===== src/sfm_pkg.sv =====
package sfm_pkg;

   // clock and timing figures
   localparam int unsigned CLK_PERIOD_NS   = 50;
   localparam int unsigned SEP_TIME_NS     = 10000;   // least width of a vertical pulse
   localparam int unsigned SEP_CYC         = (SEP_TIME_NS + CLK_PERIOD_NS - 1) / CLK_PERIOD_NS;
   localparam int unsigned SEP_W           = 9;
   localparam int unsigned VPRES_SET_US    = 25000;   // 40 Hz
   localparam int unsigned VPRES_CLR_US    = 100000;  // 10 Hz
   localparam int unsigned VPRES_SET_DEF   = (VPRES_SET_US * 1000) / CLK_PERIOD_NS;
   localparam int unsigned VPRES_CLR_DEF   = (VPRES_CLR_US * 1000) / CLK_PERIOD_NS;
   localparam int unsigned PRES_W          = 21;

   // measurement counters
   localparam int unsigned H_CNT_W         = 15;
   localparam int unsigned H_LAT_W         = 11;
   localparam int unsigned H_LINES_DEF     = 64;
   localparam int unsigned H_TICK_CYC      = 2;
   localparam int unsigned V_CNT_W         = 14;
   localparam int unsigned V_LAT_W         = 9;
   localparam int unsigned V_UNIT_CYC      = 512;
   localparam int unsigned V_TICK_CYC      = V_UNIT_CYC >> (V_CNT_W - V_LAT_W);
   localparam int unsigned V_TICK_W        = 4;

   // register byte offsets (low address bits decoded)
   localparam int unsigned DEC_W           = 8;
   localparam logic [7:0]  OFS_STATUS      = 8'h00;
   localparam logic [7:0]  OFS_HCNT_HI     = 8'h04;
   localparam logic [7:0]  OFS_HCNT_LO     = 8'h08;
   localparam logic [7:0]  OFS_VCNT_HI     = 8'h0c;
   localparam logic [7:0]  OFS_VCNT_LO     = 8'h10;
   localparam logic [7:0]  OFS_CTRL        = 8'h14;

   // control fields
   localparam int unsigned CTRL_W          = 3;
   localparam int unsigned CTRL_VSRC_BIT   = 0;
   localparam int unsigned CTRL_HINV_BIT   = 1;
   localparam int unsigned CTRL_VINV_BIT   = 2;
   localparam logic [2:0]  CTRL_RESET      = 3'h0;
   localparam int unsigned OVF_BIT         = 7;

   typedef enum logic [2:0]
   {
      SEP_IDLE  = 3'b001,
      SEP_WIDTH = 3'b010,
      SEP_VERT  = 3'b100
   } sfm_sep_type;

endpackage


===== src/sfm_meter.sv =====
`timescale 1ns/10ps
// How it works
// [RL1] input pulses narrower than one clock period are dropped as noise.
// [RL2] the horizontal input is always watched and a found vertical pulse sets a present flag.
// [RL3] a control bit picks the separated pulse instead of the vertical input as source.
// [RL4] the separated pulse appears at least 10 us after its composite pulse began.
// [RL5] a 15-bit counter times 64 horizontal periods.
// [RL6] the upper 11 counter bits form the horizontal result, twice the period.
// [RL7] the horizontal latch loads per vertical period if vertical is present, else each result.
// [RL8] a 14-bit counter times vertical periods and its upper 9 bits are latched.
// [RL9] the vertical latch loads at every pulse of the selected vertical source.
// [RL10] each counter has a status bit that shows an overflow in its interval.
// [RL11] a change event fires when a latched count changes or its counter overflowed.
// [RL12] an overflow bit clears by itself once an interval ends without overflow.
// [RL13] vertical present sets above 40 Hz and clears below 10 Hz.
// [RL14] counters restart at zero each interval and freeze once they saturate.
module sfm_meter
   import sfm_pkg::*;
#(
   parameter int unsigned H_LINES       = H_LINES_DEF,
   parameter int unsigned VPRES_SET_CYC = VPRES_SET_DEF,
   parameter int unsigned VPRES_CLR_CYC = VPRES_CLR_DEF
)
(
   input  wire logic        hclk,
   input  wire logic        hresetn,
   input  wire logic        hsel,
   input  wire logic [31:0] haddr,
   input  wire logic [1:0]  htrans,
   input  wire logic        hwrite,
   input  wire logic [2:0]  hsize,
   input  wire logic [31:0] hwdata,
   input  wire logic        hready,
   output logic             hreadyout,
   output logic [31:0]      hrdata,
   output logic             hresp,
   input  wire logic        hsync_in,
   input  wire logic        vsync_in,
   output logic             vert_blank_output,
   output logic             separated_vert_pulse,
   output logic             composite_vert_present_flag,
   output logic             horiz_freq_change_irq,
   output logic             vert_freq_change_irq
);

   if (H_LINES < 2 || (H_LINES & (H_LINES - 1)) != 0 || H_LINES > 256)
   begin : g_bad_lines
      $error("H_LINES must be a power of two from 2 to 256");
   end
   if (VPRES_SET_CYC >= VPRES_CLR_CYC || VPRES_CLR_CYC >= (1 << PRES_W))
   begin : g_bad_pres
      $error("presence thresholds out of range");
   end

   localparam int unsigned LINE_W = $clog2(H_LINES);

   logic [CTRL_W-1:0]  ctrl_ff, nxt_ctrl;
   logic [1:0]         raw_sync, lvl, rise;
   logic               hs_lvl, hs_rise, v_lvl, v_evt;

   // polarity fix-up ahead of the noise filters, one filter per sync line
   assign raw_sync = {vsync_in ^ ctrl_ff[CTRL_VINV_BIT], hsync_in ^ ctrl_ff[CTRL_HINV_BIT]};

   for (genvar gi = 0; gi < 2; gi++)
   begin : g_filt
      sfm_sync_filter u_filt
      (
         .hclk    (hclk),
         .hresetn (hresetn),
         .din     (raw_sync[gi]),
         .level   (lvl[gi]),
         .rise    (rise[gi])
      );
   end
   assign hs_lvl  = lvl[0];
   assign hs_rise = rise[0];

   // composite separation: an active horizontal pulse that outlasts the separation time
   sfm_sep_type        sep_ff, nxt_sep;
   logic [SEP_W-1:0]   width_ff, nxt_width;
   logic               cv_fire;

   always_comb
   begin
      nxt_sep   = sep_ff;
      nxt_width = width_ff;
      cv_fire   = 1'b0;
      unique case (sep_ff)
         SEP_IDLE:
         begin
            nxt_width = '0;
            if (hs_lvl)
            begin
               nxt_sep   = SEP_WIDTH;
               nxt_width = SEP_W'(1);
            end
         end
         SEP_WIDTH:
         begin
            if (!hs_lvl)
               nxt_sep = SEP_IDLE; // ordinary line sync
            else if (width_ff == SEP_W'(SEP_CYC - 1))
            begin
               nxt_sep = SEP_VERT; // RL2 RL4
               cv_fire = 1'b1;
            end
            else
               nxt_width = width_ff + SEP_W'(1);
         end
         SEP_VERT:
         begin
            if (!hs_lvl)
               nxt_sep = SEP_IDLE;
         end
         default:
            nxt_sep = SEP_IDLE;
      endcase
   end

   always_ff @(posedge hclk or negedge hresetn)
   begin
      if (!hresetn)
      begin
         sep_ff   <= SEP_IDLE;
         width_ff <= '0;
      end
      else
      begin
         sep_ff   <= nxt_sep;
         width_ff <= nxt_width;
      end
   end

   // vertical source select; the separated pulse lags by the separation time
   assign v_lvl = ctrl_ff[CTRL_VSRC_BIT] ? (sep_ff == SEP_VERT) : lvl[1]; // RL3
   assign v_evt = ctrl_ff[CTRL_VSRC_BIT] ? cv_fire : rise[1];            // RL3 RL9

   // presence: slot 0 tracks the separated pulse, slot 1 the selected vertical source
   logic [1:0]         pres_evt;
   logic [PRES_W-1:0]  gap_ff [2];
   logic [PRES_W-1:0]  nxt_gap [2];
   logic               pres_ff [2];
   logic               nxt_pres [2];

   assign pres_evt = {v_evt, cv_fire};

   for (genvar gi = 0; gi < 2; gi++)
   begin : g_pres
      always_comb
      begin
         nxt_gap[gi]  = gap_ff[gi];
         nxt_pres[gi] = pres_ff[gi];
         if (pres_evt[gi])
         begin
            nxt_gap[gi] = '0;
            if (gi == 0 || gap_ff[gi] < PRES_W'(VPRES_SET_CYC))
               nxt_pres[gi] = 1'b1; // RL2 RL13
         end
         else if (gap_ff[gi] >= PRES_W'(VPRES_CLR_CYC - 1))
            nxt_pres[gi] = 1'b0; // RL13
         else
            nxt_gap[gi] = gap_ff[gi] + PRES_W'(1);
      end

      // gap starts full so no source counts as present after reset
      always_ff @(posedge hclk or negedge hresetn)
      begin
         if (!hresetn)
         begin
            gap_ff[gi]  <= PRES_W'(VPRES_CLR_CYC - 1);
            pres_ff[gi] <= 1'b0;
         end
         else
         begin
            gap_ff[gi]  <= nxt_gap[gi];
            pres_ff[gi] <= nxt_pres[gi];
         end
      end
   end

   // horizontal measurement over H_LINES periods, counting on every second edge
   logic [H_CNT_W-1:0] hcnt_ff, nxt_hcnt;
   logic [LINE_W-1:0]  line_ff, nxt_line;
   logic [H_LAT_W-1:0] hres_ff, nxt_hres, hlat_ff, nxt_hlat, hload_val;
   logic               htick_ff, nxt_htick, harm_ff, nxt_harm, hres_ovf_ff, nxt_hres_ovf;
   logic               h_ovf_ff, nxt_h_ovf, hirq_ff, nxt_hirq;
   logic               hsat, h_done, h_start, hload, hload_ovf;

   assign hsat    = &hcnt_ff;
   assign h_start = hs_rise && !harm_ff;
   assign h_done  = hs_rise && harm_ff && (line_ff == LINE_W'(H_LINES - 1));
   assign hload     = pres_ff[1] ? v_evt : h_done;                          // RL7
   assign hload_val = pres_ff[1] ? hres_ff : hcnt_ff[H_CNT_W-1 -: H_LAT_W]; // RL6
   assign hload_ovf = pres_ff[1] ? hres_ovf_ff : hsat;

   always_comb
   begin
      nxt_harm     = harm_ff | hs_rise;
      nxt_line     = hs_rise ? line_ff + LINE_W'(1) : line_ff;
      nxt_htick    = ~htick_ff;
      nxt_hcnt     = hcnt_ff;
      nxt_hres     = hres_ff;
      nxt_hres_ovf = hres_ovf_ff;
      nxt_h_ovf    = h_ovf_ff | hsat;                      // RL10
      if (h_start || h_done)
      begin
         nxt_hcnt  = '0;                                  // RL14
         nxt_htick = 1'b1;                                // first tick counts: 2n clocks give n
         nxt_line  = '0;
         if (h_done)
         begin
            nxt_hres     = hcnt_ff[H_CNT_W-1 -: H_LAT_W]; // RL5 RL6
            nxt_hres_ovf = hsat;
            nxt_h_ovf    = hsat;                          // RL12
         end
      end
      else if (htick_ff && !hsat)
         nxt_hcnt = hcnt_ff + H_CNT_W'(1);                // RL5 RL14
      nxt_hlat = hload ? hload_val : hlat_ff;
      nxt_hirq = hload && (hload_val != hlat_ff || hload_ovf); // RL11
   end

   always_ff @(posedge hclk or negedge hresetn)
   begin
      if (!hresetn)
      begin
         hcnt_ff     <= '0;
         line_ff     <= '0;
         htick_ff    <= 1'b0;
         harm_ff     <= 1'b0;
         hres_ff     <= '0;
         hres_ovf_ff <= 1'b0;
         h_ovf_ff    <= 1'b0;
         hlat_ff     <= '0;
         hirq_ff     <= 1'b0;
      end
      else
      begin
         hcnt_ff     <= nxt_hcnt;
         line_ff     <= nxt_line;
         htick_ff    <= nxt_htick;
         harm_ff     <= nxt_harm;
         hres_ff     <= nxt_hres;
         hres_ovf_ff <= nxt_hres_ovf;
         h_ovf_ff    <= nxt_h_ovf;
         hlat_ff     <= nxt_hlat;
         hirq_ff     <= nxt_hirq;
      end
   end

   // vertical measurement in ticks of V_TICK_CYC clocks between source pulses
   logic [V_CNT_W-1:0]  vcnt_ff, nxt_vcnt;
   logic [V_TICK_W-1:0] vtick_ff, nxt_vtick;
   logic [V_LAT_W-1:0]  vlat_ff, nxt_vlat;
   logic                v_ovf_ff, nxt_v_ovf, virq_ff, nxt_virq, vert_blank_output_ff, vsat;

   assign vsat = &vcnt_ff;

   always_comb
   begin
      nxt_vcnt  = vcnt_ff;
      nxt_vtick = vtick_ff + V_TICK_W'(1);
      nxt_vlat  = vlat_ff;
      nxt_v_ovf = v_ovf_ff | vsat;                          // RL10
      nxt_virq  = 1'b0;
      if (v_evt)
      begin
         nxt_vlat  = vcnt_ff[V_CNT_W-1 -: V_LAT_W];         // RL8 RL9
         nxt_v_ovf = vsat;                                  // RL12
         nxt_virq  = (nxt_vlat != vlat_ff) || vsat;         // RL11
         nxt_vcnt  = '0;                                    // RL14
         nxt_vtick = '0;
      end
      else if (vtick_ff == V_TICK_W'(V_TICK_CYC - 1) && !vsat)
         nxt_vcnt = vcnt_ff + V_CNT_W'(1);                  // RL8 RL14
   end

   always_ff @(posedge hclk or negedge hresetn)
   begin
      if (!hresetn)
      begin
         vcnt_ff   <= '0;
         vtick_ff  <= '0;
         vlat_ff   <= '0;
         v_ovf_ff  <= 1'b0;
         virq_ff   <= 1'b0;
         vert_blank_output_ff <= 1'b0;
      end
      else
      begin
         vcnt_ff   <= nxt_vcnt;
         vtick_ff  <= nxt_vtick;
         vlat_ff   <= nxt_vlat;
         v_ovf_ff  <= nxt_v_ovf;
         virq_ff   <= nxt_virq;
         vert_blank_output_ff <= v_lvl; // RL3
      end
   end

   assign vert_blank_output           = vert_blank_output_ff;
   assign separated_vert_pulse        = (sep_ff == SEP_VERT);
   assign composite_vert_present_flag = pres_ff[0];
   assign horiz_freq_change_irq       = hirq_ff;
   assign vert_freq_change_irq        = virq_ff;

   // ahb-lite slave: zero wait states, read data registered in the address phase
   logic             ap_take, wr_pend_ff;
   logic [DEC_W-1:0] waddr_ff;
   logic [31:0]      rdata_ff, nxt_rdata;
   logic [7:0]       sel_ofs;

   assign ap_take = hsel && htrans[1] && hready;
   assign sel_ofs = haddr[DEC_W-1:0];

   // a write lands in its data phase; a read of OFS_CTRL in the same cycle sees the new value, the status source bit still the old one
   always_comb
   begin
      nxt_ctrl = ctrl_ff;
      if (wr_pend_ff && waddr_ff == OFS_CTRL)
         nxt_ctrl = hwdata[CTRL_W-1:0];
      nxt_rdata = rdata_ff;
      if (ap_take && !hwrite)
      begin
         unique case (sel_ofs)
            OFS_STATUS:  nxt_rdata = {29'h0, ctrl_ff[CTRL_VSRC_BIT], pres_ff[1], pres_ff[0]};
            OFS_HCNT_HI: nxt_rdata = {24'h0, h_ovf_ff, 4'h0, hlat_ff[10:8]};
            OFS_HCNT_LO: nxt_rdata = {24'h0, hlat_ff[7:0]};
            OFS_VCNT_HI: nxt_rdata = {24'h0, v_ovf_ff, 6'h0, vlat_ff[8]};
            OFS_VCNT_LO: nxt_rdata = {24'h0, vlat_ff[7:0]};
            OFS_CTRL:    nxt_rdata = {29'h0, nxt_ctrl};
            default:     nxt_rdata = 32'h0; // unmapped reads zero
         endcase
      end
   end

   always_ff @(posedge hclk or negedge hresetn)
   begin
      if (!hresetn)
      begin
         ctrl_ff    <= CTRL_RESET;
         wr_pend_ff <= 1'b0;
         waddr_ff   <= '0;
         rdata_ff   <= 32'h0;
      end
      else
      begin
         ctrl_ff    <= nxt_ctrl;
         wr_pend_ff <= ap_take && hwrite;
         waddr_ff   <= sel_ofs;
         rdata_ff   <= nxt_rdata;
      end
   end

   assign hreadyout = 1'b1;
   assign hresp     = 1'b0;
   assign hrdata    = rdata_ff;

   // helper: length of the current active horizontal level, for the lag check
   logic [SEP_W-1:0] act_cnt_ff;
   always_ff @(posedge hclk or negedge hresetn)
   begin
      if (!hresetn)
         act_cnt_ff <= '0;
      else
         act_cnt_ff <= !hs_lvl ? '0 : ((&act_cnt_ff) ? act_cnt_ff : act_cnt_ff + SEP_W'(1));
   end
endmodule


===== src/sfm_sync_filter.sv =====
`timescale 1ns/10ps
module sfm_sync_filter
   import sfm_pkg::*;
(
   input  wire logic hclk,
   input  wire logic hresetn,
   input  wire logic din,
   output logic      level,
   output logic      rise
);

   logic samp_ff;
   logic level_ff;
   logic rise_ff;
   logic nxt_level;
   logic nxt_rise;

   // a new level is taken only when seen on two edges in a row
   always_comb
   begin
      nxt_level = (din == samp_ff) ? din : level_ff; // RL1
      nxt_rise  = nxt_level & ~level_ff;
   end

   always_ff @(posedge hclk or negedge hresetn)
   begin
      if (!hresetn)
      begin
         samp_ff  <= 1'b0;
         level_ff <= 1'b0;
         rise_ff  <= 1'b0;
      end
      else
      begin
         samp_ff  <= din;
         level_ff <= nxt_level;
         rise_ff  <= nxt_rise;
      end
   end

   assign level = level_ff;
   assign rise  = rise_ff;
endmodule


===== config.mk =====
export PLATFORM = sky130hd
export DESIGN_NAME = sfm_meter
export DESIGN_NICKNAME = d
export VERILOG_FILES = /design/src/sfm_pkg.sv /design/src/sfm_meter.sv /design/src/sfm_sync_filter.sv
export SDC_FILE = /design/constraint.sdc
export NUM_CORES = 1
export LEC_CHECK = 0
export BUFFER_PORTS_ARGS = -buffer_cell sky130_fd_sc_hd__buf_2
export CORE_AREA = 2 2 113 198
export DETAILED_ROUTE_END_ITERATION = 7
export DIE_AREA = 0 0 115 200
export MAX_ROUTING_LAYER = met4
export PLACE_DENSITY = 0.69
export SLEW_MARGIN = 15
export SYNTH_ARGS = -nofsm -noshare
export SYNTH_HDL_FRONTEND = slang
export SYNTH_HIERARCHICAL = 1
export SYNTH_SLANG_ARGS = --single-unit

===== constraint.sdc =====
create_clock -name hclk -period 3.85 [get_ports hclk]
set_clock_uncertainty 0.05 [all_clocks]
set_input_delay 0.77 -clock hclk [delete_from_list [all_inputs] [get_ports hclk]]
set_output_delay 0.77 -clock hclk [all_outputs]
set_load 0.02 [all_outputs]

==> flow_metrics.env, run 1 <==
export IMPL_status="completed"
export IMPL_yosysMostFrequentCell="dfrtp_1"
export IMPL_clock_latency_ns=0.44
export IMPL_ys_warn_count=6
export IMPL_p_switching_mw=1.206
export IMPL_cts_path_max_buffers=2
export IMPL_p_per_area_nw_per_um2=461.7
export IMPL_wirelength_microns=18640
export IMPL_path_class="flip-flop to flip-flop"
export IMPL_synthesis_area_per_instance_sq_um=9.937
export IMPL_rows=71
export IMPL_setup_viol=0
export IMPL_intPower_mw=3.121
export IMPL_peakVddDrop_uv=305.9
export IMPL_top_usage_layer="met2"
export IMPL_via_per_inst=5.648
export IMPL_synthDominantAreaCellType="dfrtp_1"
export IMPL_synth_flop_cell="dfrtp_1"
export IMPL_cts_clk_slew_worst_paths_ns=0.07
export IMPL_period_needed_ns=2.804
export IMPL_critPathLaunchType="flip-flop"
export IMPL_core_area_sq_um=21320
export IMPL_fin_crit_sh_pct=72.84
export IMPL_grt_pass1_wl_microns=31650
export IMPL_synth_common_cells="dfrtp_1 (133), nand2_1 (82), nor2_1 (57)"
export IMPL_grt_pass1_vias=6458
export IMPL_drive_above_1_share_pct=15.65
export IMPL_fillCellCount=2017
export IMPL_drv_cap=0
export IMPL_cts_buffers=17
export IMPL_synth_top_area_share_pct=39.40
export IMPL_synth_area_top_cells="dfrtp_1 (39%), dfstp_2 (8.4%), nand2_1 (3.6%)"
export IMPL_worstPathArrival_ns=3.07
export IMPL_cpMaxStageDelayCell="or3_1"
export IMPL_clock_power_share_pct=41.1
export IMPL_synthArstFlopShare_pct=100.0
export IMPL_netlist_area_sq_um=8447
export IMPL_io_buffers=31
export IMPL_leakage_nw=4.158
export IMPL_fmax_ghz=0.3566
export IMPL_area_sequential_sq_um=4038
export IMPL_use_met2_pct=31.68
export IMPL_worst_pin_slew_ns=1.122
export IMPL_pin_count=115
export IMPL_cp_max_fo=47
export IMPL_grt_usage_pct=18.02
export IMPL_slew_violations=0
export IMPL_first_pass_iters=5
export IMPL_cts_root_buf="clkbuf_16"
export IMPL_routabilityCongestion=0.8440
export IMPL_p_sw_share_pct=27.87
export IMPL_drt_iter0_drc=361
export IMPL_multi_input_area_sq_um=4061
export IMPL_ys_ff_latch=160
export IMPL_finalPower_mw=4.327
export IMPL_critical_path_max_stage_delay_ns=0.62
export IMPL_dp_hpwl_microns=13350
export IMPL_dieArea_sq_um=23000
export IMPL_num_vias=6427
export IMPL_fin_nets=952
export IMPL_area_delta_synth_final_pct=10.95
export IMPL_cts_tree="built"
export IMPL_initial_utilization_pct=39.62
export IMPL_seq_power_share_pct=46.5
export IMPL_antenna_found_initial=1
export IMPL_grtUsageMet3_pct=3.533
export IMPL_synth_edff_count=0
export IMPL_die_h_microns=200
export IMPL_grt_max_degree=71
export IMPL_cts_resized=0
export IMPL_stdcell_area_sq_um=9371
export IMPL_rsz0062_at_grt="no"
export IMPL_finalHoldViolCount=0
export IMPL_avgRoutedWirePerCell_microns=16.38
export IMPL_die_w_microns=115
export IMPL_cts_sinks=160
export IMPL_end_kind="flip-flop"
export IMPL_use_met1_pct=19.38
export IMPL_slew_headroom_pct=25.23
export IMPL_grt_ovfl_total=0
export IMPL_netlist_instances=850
export IMPL_comb_power_share_pct=12.4
export IMPL_hold_ws_ns=0.2747
export IMPL_cp_cell_sequence="or4_1 -> or3_1 -> o21ai_4 -> buf_4 -> or2_2 -> mux2i_1"
export IMPL_required_ns=4.11
export IMPL_setup_tns_ns=0
export IMPL_synth_cell_types=73
export IMPL_ant_nets=0
export IMPL_utilization_pct=43.96
export IMPL_drc=0
export IMPL_dpl_cell_area_sq_um=8746
export IMPL_h_tree_depth=4
export IMPL_post_cts_setup_buffers=0
export IMPL_seq_area_frac_synth_pct=47.80
export IMPL_postCtsHoldBufs=0
export IMPL_hold_path_class="input pin to async pin"
## layout make-up
cell class | count | area share (%)
tap | 255 | 3.405
inverter | 27 | 1.081
antenna | 1 | 0.02670
multi-input combinational | 624 | 43.34
clock buffer | 18 | 4.686
clock inverter | 14 | 1.883
timing repair buffer | 39 | 2.497
sequential | 160 | 43.08
## power groups by stage
stage	registers, mW	logic, mW	clock network, mW
6_report	2.01	0.535	1.78
5_1_grt	2.04	0.629	1.87
4_1_cts	2.01	0.544	1.82
3_5_place_dp	2.04	0.539	0
3_3_place_gp	2.04	0.524	0
2_1_floorplan	1.99	0.443	0
## cell families after synthesis
group                      after synthesis  synth area share, %
AOI/OAI and AO/OA                      174                14.22
xor gates and xnor gates                50                5.184
adders and majority gates                9                1.303
buffers and inverters                   90                5.407
DFF                                    160                47.80
muxes                                   46                5.851
other                                    2              0.08891
and+or+nand+nor                        319                20.15
## cells in the final DEF, fill, tap and decap left out, drive strengths merged, types with 27 or more instances in the layout
| master | instances |
|---|---|
| dfrtp | 133 |
| nand2 | 82 |
| nor2 | 57 |
| a21oi | 46 |
| buf | 39 |
| o21ai | 38 |
| inv | 34 |
| nand4 | 31 |
| nand3 | 29 |
| mux2i | 28 |
| dfstp | 27 |
## worst max-delay path, delay by kind of cell, from the launching register on
kind,cells,cell delay [ns]
compound gates,1,0.24
flops,1,0.46
simple gates,3,1.41
mux,1,0.06
buf+inv,1,0.46
## state kept, by name, summed over array words and instances (netlist names), 6 cells and up
name / cells
gap_ff: 42
hcnt_ff: 15
vcnt_ff: 14
hlat_ff: 11
hres_ff: 11
vlat_ff: 9
width_ff: 9
hrdata: 8
waddr_ff: 8
line_ff: 6
## worst paths after layout
kind                              from           to  slack [ns]  cells past startpoint
min                            hresetn   line_ff[5]        0.27                      1
max in group asynchronous      hresetn   gap_ff[19]        2.57                      2
max                        width_ff[3]   gap_ff[16]        1.05                      6
max reg2reg                width_ff[3]   gap_ff[16]        1.05                      6
min in group hclk             haddr[1]  waddr_ff[1]        0.40                      1
min reg2reg                vtick_ff[0]  vtick_ff[0]        0.42                      1
## per-layer routing
metal / share of wire, % / routed length, microns / up-vias
met5: 0 / 0 / -
met2: 55 / 10170 / 109
met3: 2.8 / 529 / 35
met1: 40 / 7423 / 3192
li1: - / - / 3091
met4: 2.8 / 516 / 0
## metrics by stage
step | worst slack (ns) | cells
floorplan | 1.569 | 874
CTS | 1.049 | 1137
global route | 0.8381 | 1138
detailed placement | 1.060 | 1105
finish | 1.046 | 1138
global placement | 1.081 | 1105
No activity file was read; power rests on OpenSTA's default activity.
==> run 2, diff against run 1 <==
--- a/config.mk
+++ b/config.mk
@@ -10,7 +10,7 @@
 export DETAILED_ROUTE_END_ITERATION = 7
 export DIE_AREA = 0 0 115 200
 export MAX_ROUTING_LAYER = met4
-export PLACE_DENSITY = 0.69
+export PLACE_DENSITY = 0.71
 export SLEW_MARGIN = 15
 export SYNTH_ARGS = -nofsm -noshare
 export SYNTH_HDL_FRONTEND = slang
==> constraint.sdc (replaced) <==
create_clock -name hclk -period 2.43 [get_ports hclk]
set_clock_uncertainty 0.05 [all_clocks]
set_input_delay 0.486 -clock hclk [delete_from_list [all_inputs] [get_ports hclk]]
set_output_delay 0.486 -clock hclk [all_outputs]
set_load 0.02 [all_outputs]
==> run 2 against run 1 <==
Compared with the run above:
- utilization up 1.3 points
- global-route usage down 0.29 points
- worst hold slack got worse by 0.15 ns
- setup slack got worse by 0.94 ns
- critical endpoint is now horiz_freq_change_irq
- via count up 2.6%
- routed wire length grew 1.8%
==> flow_metrics.env, run 2 (synthesized netlist as in run 1, its figures left out) <==
export IMPL_area_delta_synth_final_pct=14.16
export IMPL_post_cts_setup_buffers=0
export IMPL_slew_headroom_pct=34.54
export IMPL_cts_buffers=17
export IMPL_regMostFlops="gap_ff"
export IMPL_p_switching_mw=1.902
export IMPL_worstPathArrival_ns=2.61
export IMPL_drc=0
export IMPL_dp_hpwl_microns=13650
export IMPL_cpMaxStageDelayCell="or4_1"
export IMPL_setup_viol=0
export IMPL_grt_ovfl_total=0
export IMPL_h_tree_depth=4
export IMPL_initial_utilization_pct=39.62
export IMPL_leakage_nw=4.330
export IMPL_rows=71
export IMPL_holdPathStages=1
export IMPL_rsz0062_at_grt="no"
export IMPL_core_area_sq_um=21320
export IMPL_final_cell_mix="dfrtp_1 (133), nand2_1 (82), nor2_1 (57)"
export IMPL_layout_cells_most_common="dfrtp_1"
export IMPL_io_buffers=31
export IMPL_route_met2_wl_microns=10550
export IMPL_r2r_cells=6
export IMPL_ant_nets=0
export IMPL_wirelength_microns=18980
export IMPL_largest_reg_flops=42
export IMPL_comb_power_share_pct=13.3
export IMPL_drv_cap=0
export IMPL_antenna_found_initial=1
export IMPL_setup_tns_ns=0
export IMPL_fmax_ghz=0.4298
export IMPL_routed_top_layer="met4"
export IMPL_die_h_microns=200
export IMPL_hold_ws_ns=0.1217
export IMPL_drive_above_1_share_pct=18.36
export IMPL_seq_power_share_pct=46.5
export IMPL_end_kind="flip-flop"
export IMPL_required_ns=2.71
export IMPL_cts_sinks=160
export IMPL_path_class="flip-flop to flip-flop"
export IMPL_cp_cell_sequence="or4_1 -> or3_1 -> o21ai_4 -> a21oi_1 -> buf_4 -> a31oi_1"
export IMPL_status="completed"
export IMPL_cts_clk_slew_worst_paths_ns=0.07
export IMPL_num_vias=6592
export IMPL_critical_path_max_stage_delay_ns=0.59
export IMPL_dpl_cell_area_sq_um=9024
export IMPL_cts_root_buf="clkbuf_16"
export IMPL_drt_iter0_drc=380
export IMPL_slew_violations=0
export IMPL_hold_path_class="input pin to flip-flop"
export IMPL_clock_latency_ns=0.43
export IMPL_grt_max_degree=73
export IMPL_pin_count=115
export IMPL_clock_power_share_pct=40.3
export IMPL_stdcell_area_sq_um=9643
export IMPL_p_sw_share_pct=27.65
export IMPL_routabilityCongestion=0.8481
export IMPL_cts_path_max_buffers=2
export IMPL_dieArea_sq_um=23000
export IMPL_intPower_mw=4.976
export IMPL_critPathLaunchType="flip-flop"
export IMPL_fin_nets=985
export IMPL_grt_usage_pct=17.72
export IMPL_grt_pass1_vias=6541
export IMPL_finalHoldViolCount=0
export IMPL_finalPower_mw=6.878
export IMPL_fin_crit_sh_pct=95.75
export IMPL_grt_pass1_wl_microns=31280
export IMPL_worst_pin_slew_ns=0.9819
export IMPL_wl_met3_microns=718
export IMPL_avgRoutedWirePerCell_microns=16.20
export IMPL_peakVddDrop_uv=544.0
export IMPL_via_per_inst=5.629
export IMPL_period_needed_ns=2.327
export IMPL_cp_max_fo=11
export IMPL_first_pass_iters=5
export IMPL_die_w_microns=115
export IMPL_reg_largest_list="gap_ff (42), hcnt_ff (15), vcnt_ff (14)"
export IMPL_met1Wirelength_microns=7280
export IMPL_cts_tree="built"
export IMPL_p_per_area_nw_per_um2=713.2
run 2: metrics by stage:
stage,utilization [%],std cells,setup slack [ns]
floorplan,-,874,0.2298
global placement,42.32,1137,0.04859
detailed placement,42.32,1137,0.04353
CTS,45.20,1170,0.01385
global route,45.23,1171,0.006470
finish,45.23,1171,0.1034
run 2: worst max-delay path: cells and delay by family, from the launching register on:
kind / cells / cell delay (ns)
buffers and inverters: 1 / 0.23
flip-flops: 1 / 0.41
AND/OR/NAND/NOR: 2 / 1.03
AO/OA/AOI/OAI: 3 / 0.49
run 2: final timing paths:
kind,to,from,slack [ns]
worst max-delay path,horiz_freq_change_irq,width_ff[8],0.10
worst min-delay path,waddr_ff[1],haddr[1],0.12
worst max register to register,horiz_freq_change_irq,width_ff[8],0.10
worst min register to register,vtick_ff[0],vtick_ff[0],0.43
max in group asynchronous,gap_ff[0],hresetn,1.19
min in group asynchronous,line_ff[3],hresetn,0.44
run 2: power by group through the flow:
stage               combinational [mW]  clock [mW]  sequential (mW)
detailed placement               0.915           0             3.24
global route                      1.05        2.93             3.23
CTS                              0.926        2.84             3.19
floorplan                        0.702           0             3.16
finish                           0.912        2.77             3.20
global placement                 0.882           0             3.23
run 2: repair_timing:
item | in CTS | in global routing
gates resized for setup | 0 | 1
setup endpoints to repair | 0 | 10
hold buffers | 1 | 0
endpoints found under the hold margin | 13 | 0
run 2: layout make-up:
class                           count  area, sq um
Sequential cell                   160         4038
Fill cell                        1983        11680
Timing Repair Buffer               72        521.8
Clock inverter                     12        156.4
Inverter                           27        101.3
Antenna cell                        1        2.502
Multi-Input combinational cell    624         4058
Clock buffer                       20        446.7
Tap cell                          255        319.1
run 2: routing by layer:
layer,global-route usage (%),up-vias
li1,-,3161
met1,18.40,3273
met2,32.57,128
met3,3.563,30
met4,6.693,0
met5,-,-
==> run 3, diff against run 2 <==
--- a/config.mk
+++ b/config.mk
@@ -5,10 +5,11 @@
 export SDC_FILE = /design/constraint.sdc
 export NUM_CORES = 1
 export LEC_CHECK = 0
+export ABC_AREA = 1
 export BUFFER_PORTS_ARGS = -buffer_cell sky130_fd_sc_hd__buf_2
-export CORE_AREA = 2 2 113 198
+export CORE_AREA = 2 2 121 212
 export DETAILED_ROUTE_END_ITERATION = 7
-export DIE_AREA = 0 0 115 200
+export DIE_AREA = 0 0 123 214
 export MAX_ROUTING_LAYER = met4
 export PLACE_DENSITY = 0.71
 export SLEW_MARGIN = 15
==> run 3 against run 2 <==
Compared with the run above:
- sequential power is 3% lower
- via count is 35% higher
- clock power is 5% higher
- clock-buffer cell count is 3 higher
==> flow_metrics.env, run 3 <==
export IMPL_die_w_microns=123
export IMPL_cts_resized=0
export IMPL_reg_largest_list="gap_ff (42), hcnt_ff (15), vcnt_ff (14)"
export IMPL_largest_reg_flops=42
export IMPL_dpl_cell_area_sq_um=10230
export IMPL_ys_warn_count=6
export IMPL_pin_count=115
export IMPL_avgRoutedWirePerCell_microns=14.36
export IMPL_layout_cells_most_common="nand2_1"
export IMPL_leakage_nw=5.339
export IMPL_setup_viol=0
export IMPL_hold_ws_ns=0.1206
export IMPL_yosysMostFrequentCell="nand2_1"
export IMPL_h_tree_depth=4
export IMPL_synth_edff_count=0
export IMPL_fin_crit_sh_pct=88.90
export IMPL_drive_above_1_share_pct=10.79
export IMPL_core_area_sq_um=24530
export IMPL_cts_sinks=160
export IMPL_end_kind="flip-flop"
export IMPL_fin_nets=1507
export IMPL_drt_iter0_drc=616
export IMPL_critPathLaunchType="flip-flop"
export IMPL_hold_path_class="input pin to flip-flop"
export IMPL_path_class="flip-flop to flip-flop"
export IMPL_synthArstFlopShare_pct=100.0
export IMPL_area_delta_synth_final_pct=11.94
export IMPL_cp_max_fo=12
export IMPL_grt_pass1_vias=8792
export IMPL_initial_utilization_pct=39.60
export IMPL_synth_top_area_share_pct=34.26
export IMPL_io_buffers=31
export IMPL_required_ns=2.69
export IMPL_drv_cap=0
export IMPL_final_cell_mix="nand2_1 (443), nor2_1 (165), nand3_1 (163)"
export IMPL_clock_latency_ns=0.44
export IMPL_ant_nets=0
export IMPL_fmax_ghz=0.4629
export IMPL_synthDominantAreaCellType="dfrtp_1"
export IMPL_cts_buffers=17
export IMPL_via_per_inst=5.079
export IMPL_worst_pin_slew_ns=0.8744
export IMPL_regMostFlops="gap_ff"
export IMPL_stdcell_area_sq_um=10880
export IMPL_area_sequential_sq_um=4038
export IMPL_p_per_area_nw_per_um2=631.0
export IMPL_slew_headroom_pct=41.49
export IMPL_netlist_instances=1380
export IMPL_period_needed_ns=2.160
export IMPL_routabilityCongestion=0.9681
export IMPL_antenna_found_initial=1
export IMPL_grt_max_degree=44
export IMPL_cts_root_buf="clkbuf_16"
export IMPL_die_h_microns=214
export IMPL_status="completed"
export IMPL_wirelength_microns=25130
export IMPL_worstPathArrival_ns=2.42
export IMPL_post_cts_setup_buffers=0
export IMPL_synth_area_top_cells="dfrtp_1 (34%), nand2_1 (17%), nand3_1 (8.4%)"
export IMPL_setup_tns_ns=0
export IMPL_peakVddDrop_uv=514.7
export IMPL_cts_path_max_buffers=2
export IMPL_utilization_pct=44.33
export IMPL_grt_pass1_wl_microns=42080
export IMPL_slew_violations=0
export IMPL_num_vias=8889
export IMPL_ys_ff_latch=160
export IMPL_finalPower_mw=6.862
export IMPL_cts_clk_slew_worst_paths_ns=0.06
export IMPL_multi_input_area_sq_um=4843
export IMPL_finalHoldViolCount=0
export IMPL_first_pass_iters=5
export IMPL_rsz0062_at_grt="no"
export IMPL_cts_tree="built"
export IMPL_postCtsHoldBufs=1
export IMPL_seq_area_frac_synth_pct=41.56
export IMPL_drc=0
export IMPL_synth_cell_types=40
export IMPL_rows=76
export IMPL_dp_hpwl_microns=18880
export IMPL_synthesis_area_per_instance_sq_um=7.040
export IMPL_fillCellCount=2501
export IMPL_synth_common_cells="nand2_1 (443), nor2_1 (165), nand3_1 (163)"
export IMPL_dieArea_sq_um=26320
export IMPL_grt_ovfl_total=0
export IMPL_grt_usage_pct=20.87
export IMPL_synth_flop_cell="dfrtp_1"
export IMPL_netlist_area_sq_um=9716
run 3: cell count changes in the layout (fill, tap and decap cells not counted), sizes merged, moves of 16 or more:
cell   previous run  this run
nand2            82       454
or4              16         0
inv              30       147
mux2i            28         0
nor2             57       171
or3              18         0
o31ai            17         0
nor4             16         0
nand3            29       165
xnor2            26         7
a21oi            46        10
o21ai            38        71
mux2             17         0
run 3: critical path, cell delays in order, from the launching register on:
cell     delay (ns)
dfrtp_1        0.40
ha_1           0.26
nand3_1        0.15
nor2_1         0.08
nand2_1        0.06
nor2_1         0.05
nor2_1         0.66
nand3_1        0.15
nand2_1        0.12
nor2_1         0.04
run 3: metal layers:
| layer | vias to the layer above | track usage (%) | share of wire (%) |
|---|---|---|---|
| li1 | 4440 | - | - |
| met1 | 4158 | 21.49 | 38 |
| met2 | 209 | 36.28 | 54 |
| met3 | 82 | 4.020 | 3.2 |
| met4 | 0 | 11.78 | 5.2 |
| met5 | - | - | 0 |
run 3: worst paths after layout:
check / start / to / slack, ns / cells after the start
max reg2reg: vcnt_ff[0] / vcnt_ff[3] / 0.27 / 9
max: vcnt_ff[0] / vcnt_ff[3] / 0.27 / 9
min in group asynchronous: hresetn / line_ff[1] / 0.49 / 2
max in group asynchronous: hresetn / gap_ff[31] / 1.14 / 3
min: haddr[1] / waddr_ff[1] / 0.12 / 1
min reg2reg: htick_ff / htick_ff / 0.42 / 1
run 3: through the flow:
step,worst slack [ns],std cells
floorplan,0.5199,1404
global placement,0.2996,1716
detailed placement,0.3029,1716
CTS,0.2727,1749
global route,0.04795,1750
finish,0.2698,1750
run 3: final cells by class:
class	instances	share of cell area, %
Clock buffer	23	4.395
Clock inverter	9	1.438
Sequential cell	160	37.13
Tap cell	312	3.590
Multi-Input combinational cell	1038	44.54
Timing Repair Buffer	59	3.785
Antenna cell	1	0.02301
Inverter	148	5.108
run 3: cells by family (layout without fill, tap and decap cells):
logic type | count (synthesis) | after routing | share of synthesized area, %
simple gates | 878 | 878 | 39.32
buf+inv | 206 | 239 | 9.517
flops | 160 | 160 | 41.56
compound gates | 87 | 87 | 5.023
xor+xnor | 40 | 40 | 3.606
fa+ha+maj | 7 | 7 | 0.9014
other cells | 2 | 27 | 0.07730
run 3: where the power goes:
group	total, mW	switching (mW)	internal, mW	leakage [nW]
clock	2.90	1.10	1.80	0.311
combinational	0.850	0.559	0.290	2.96
sequential	3.11	0.212	2.90	2.07
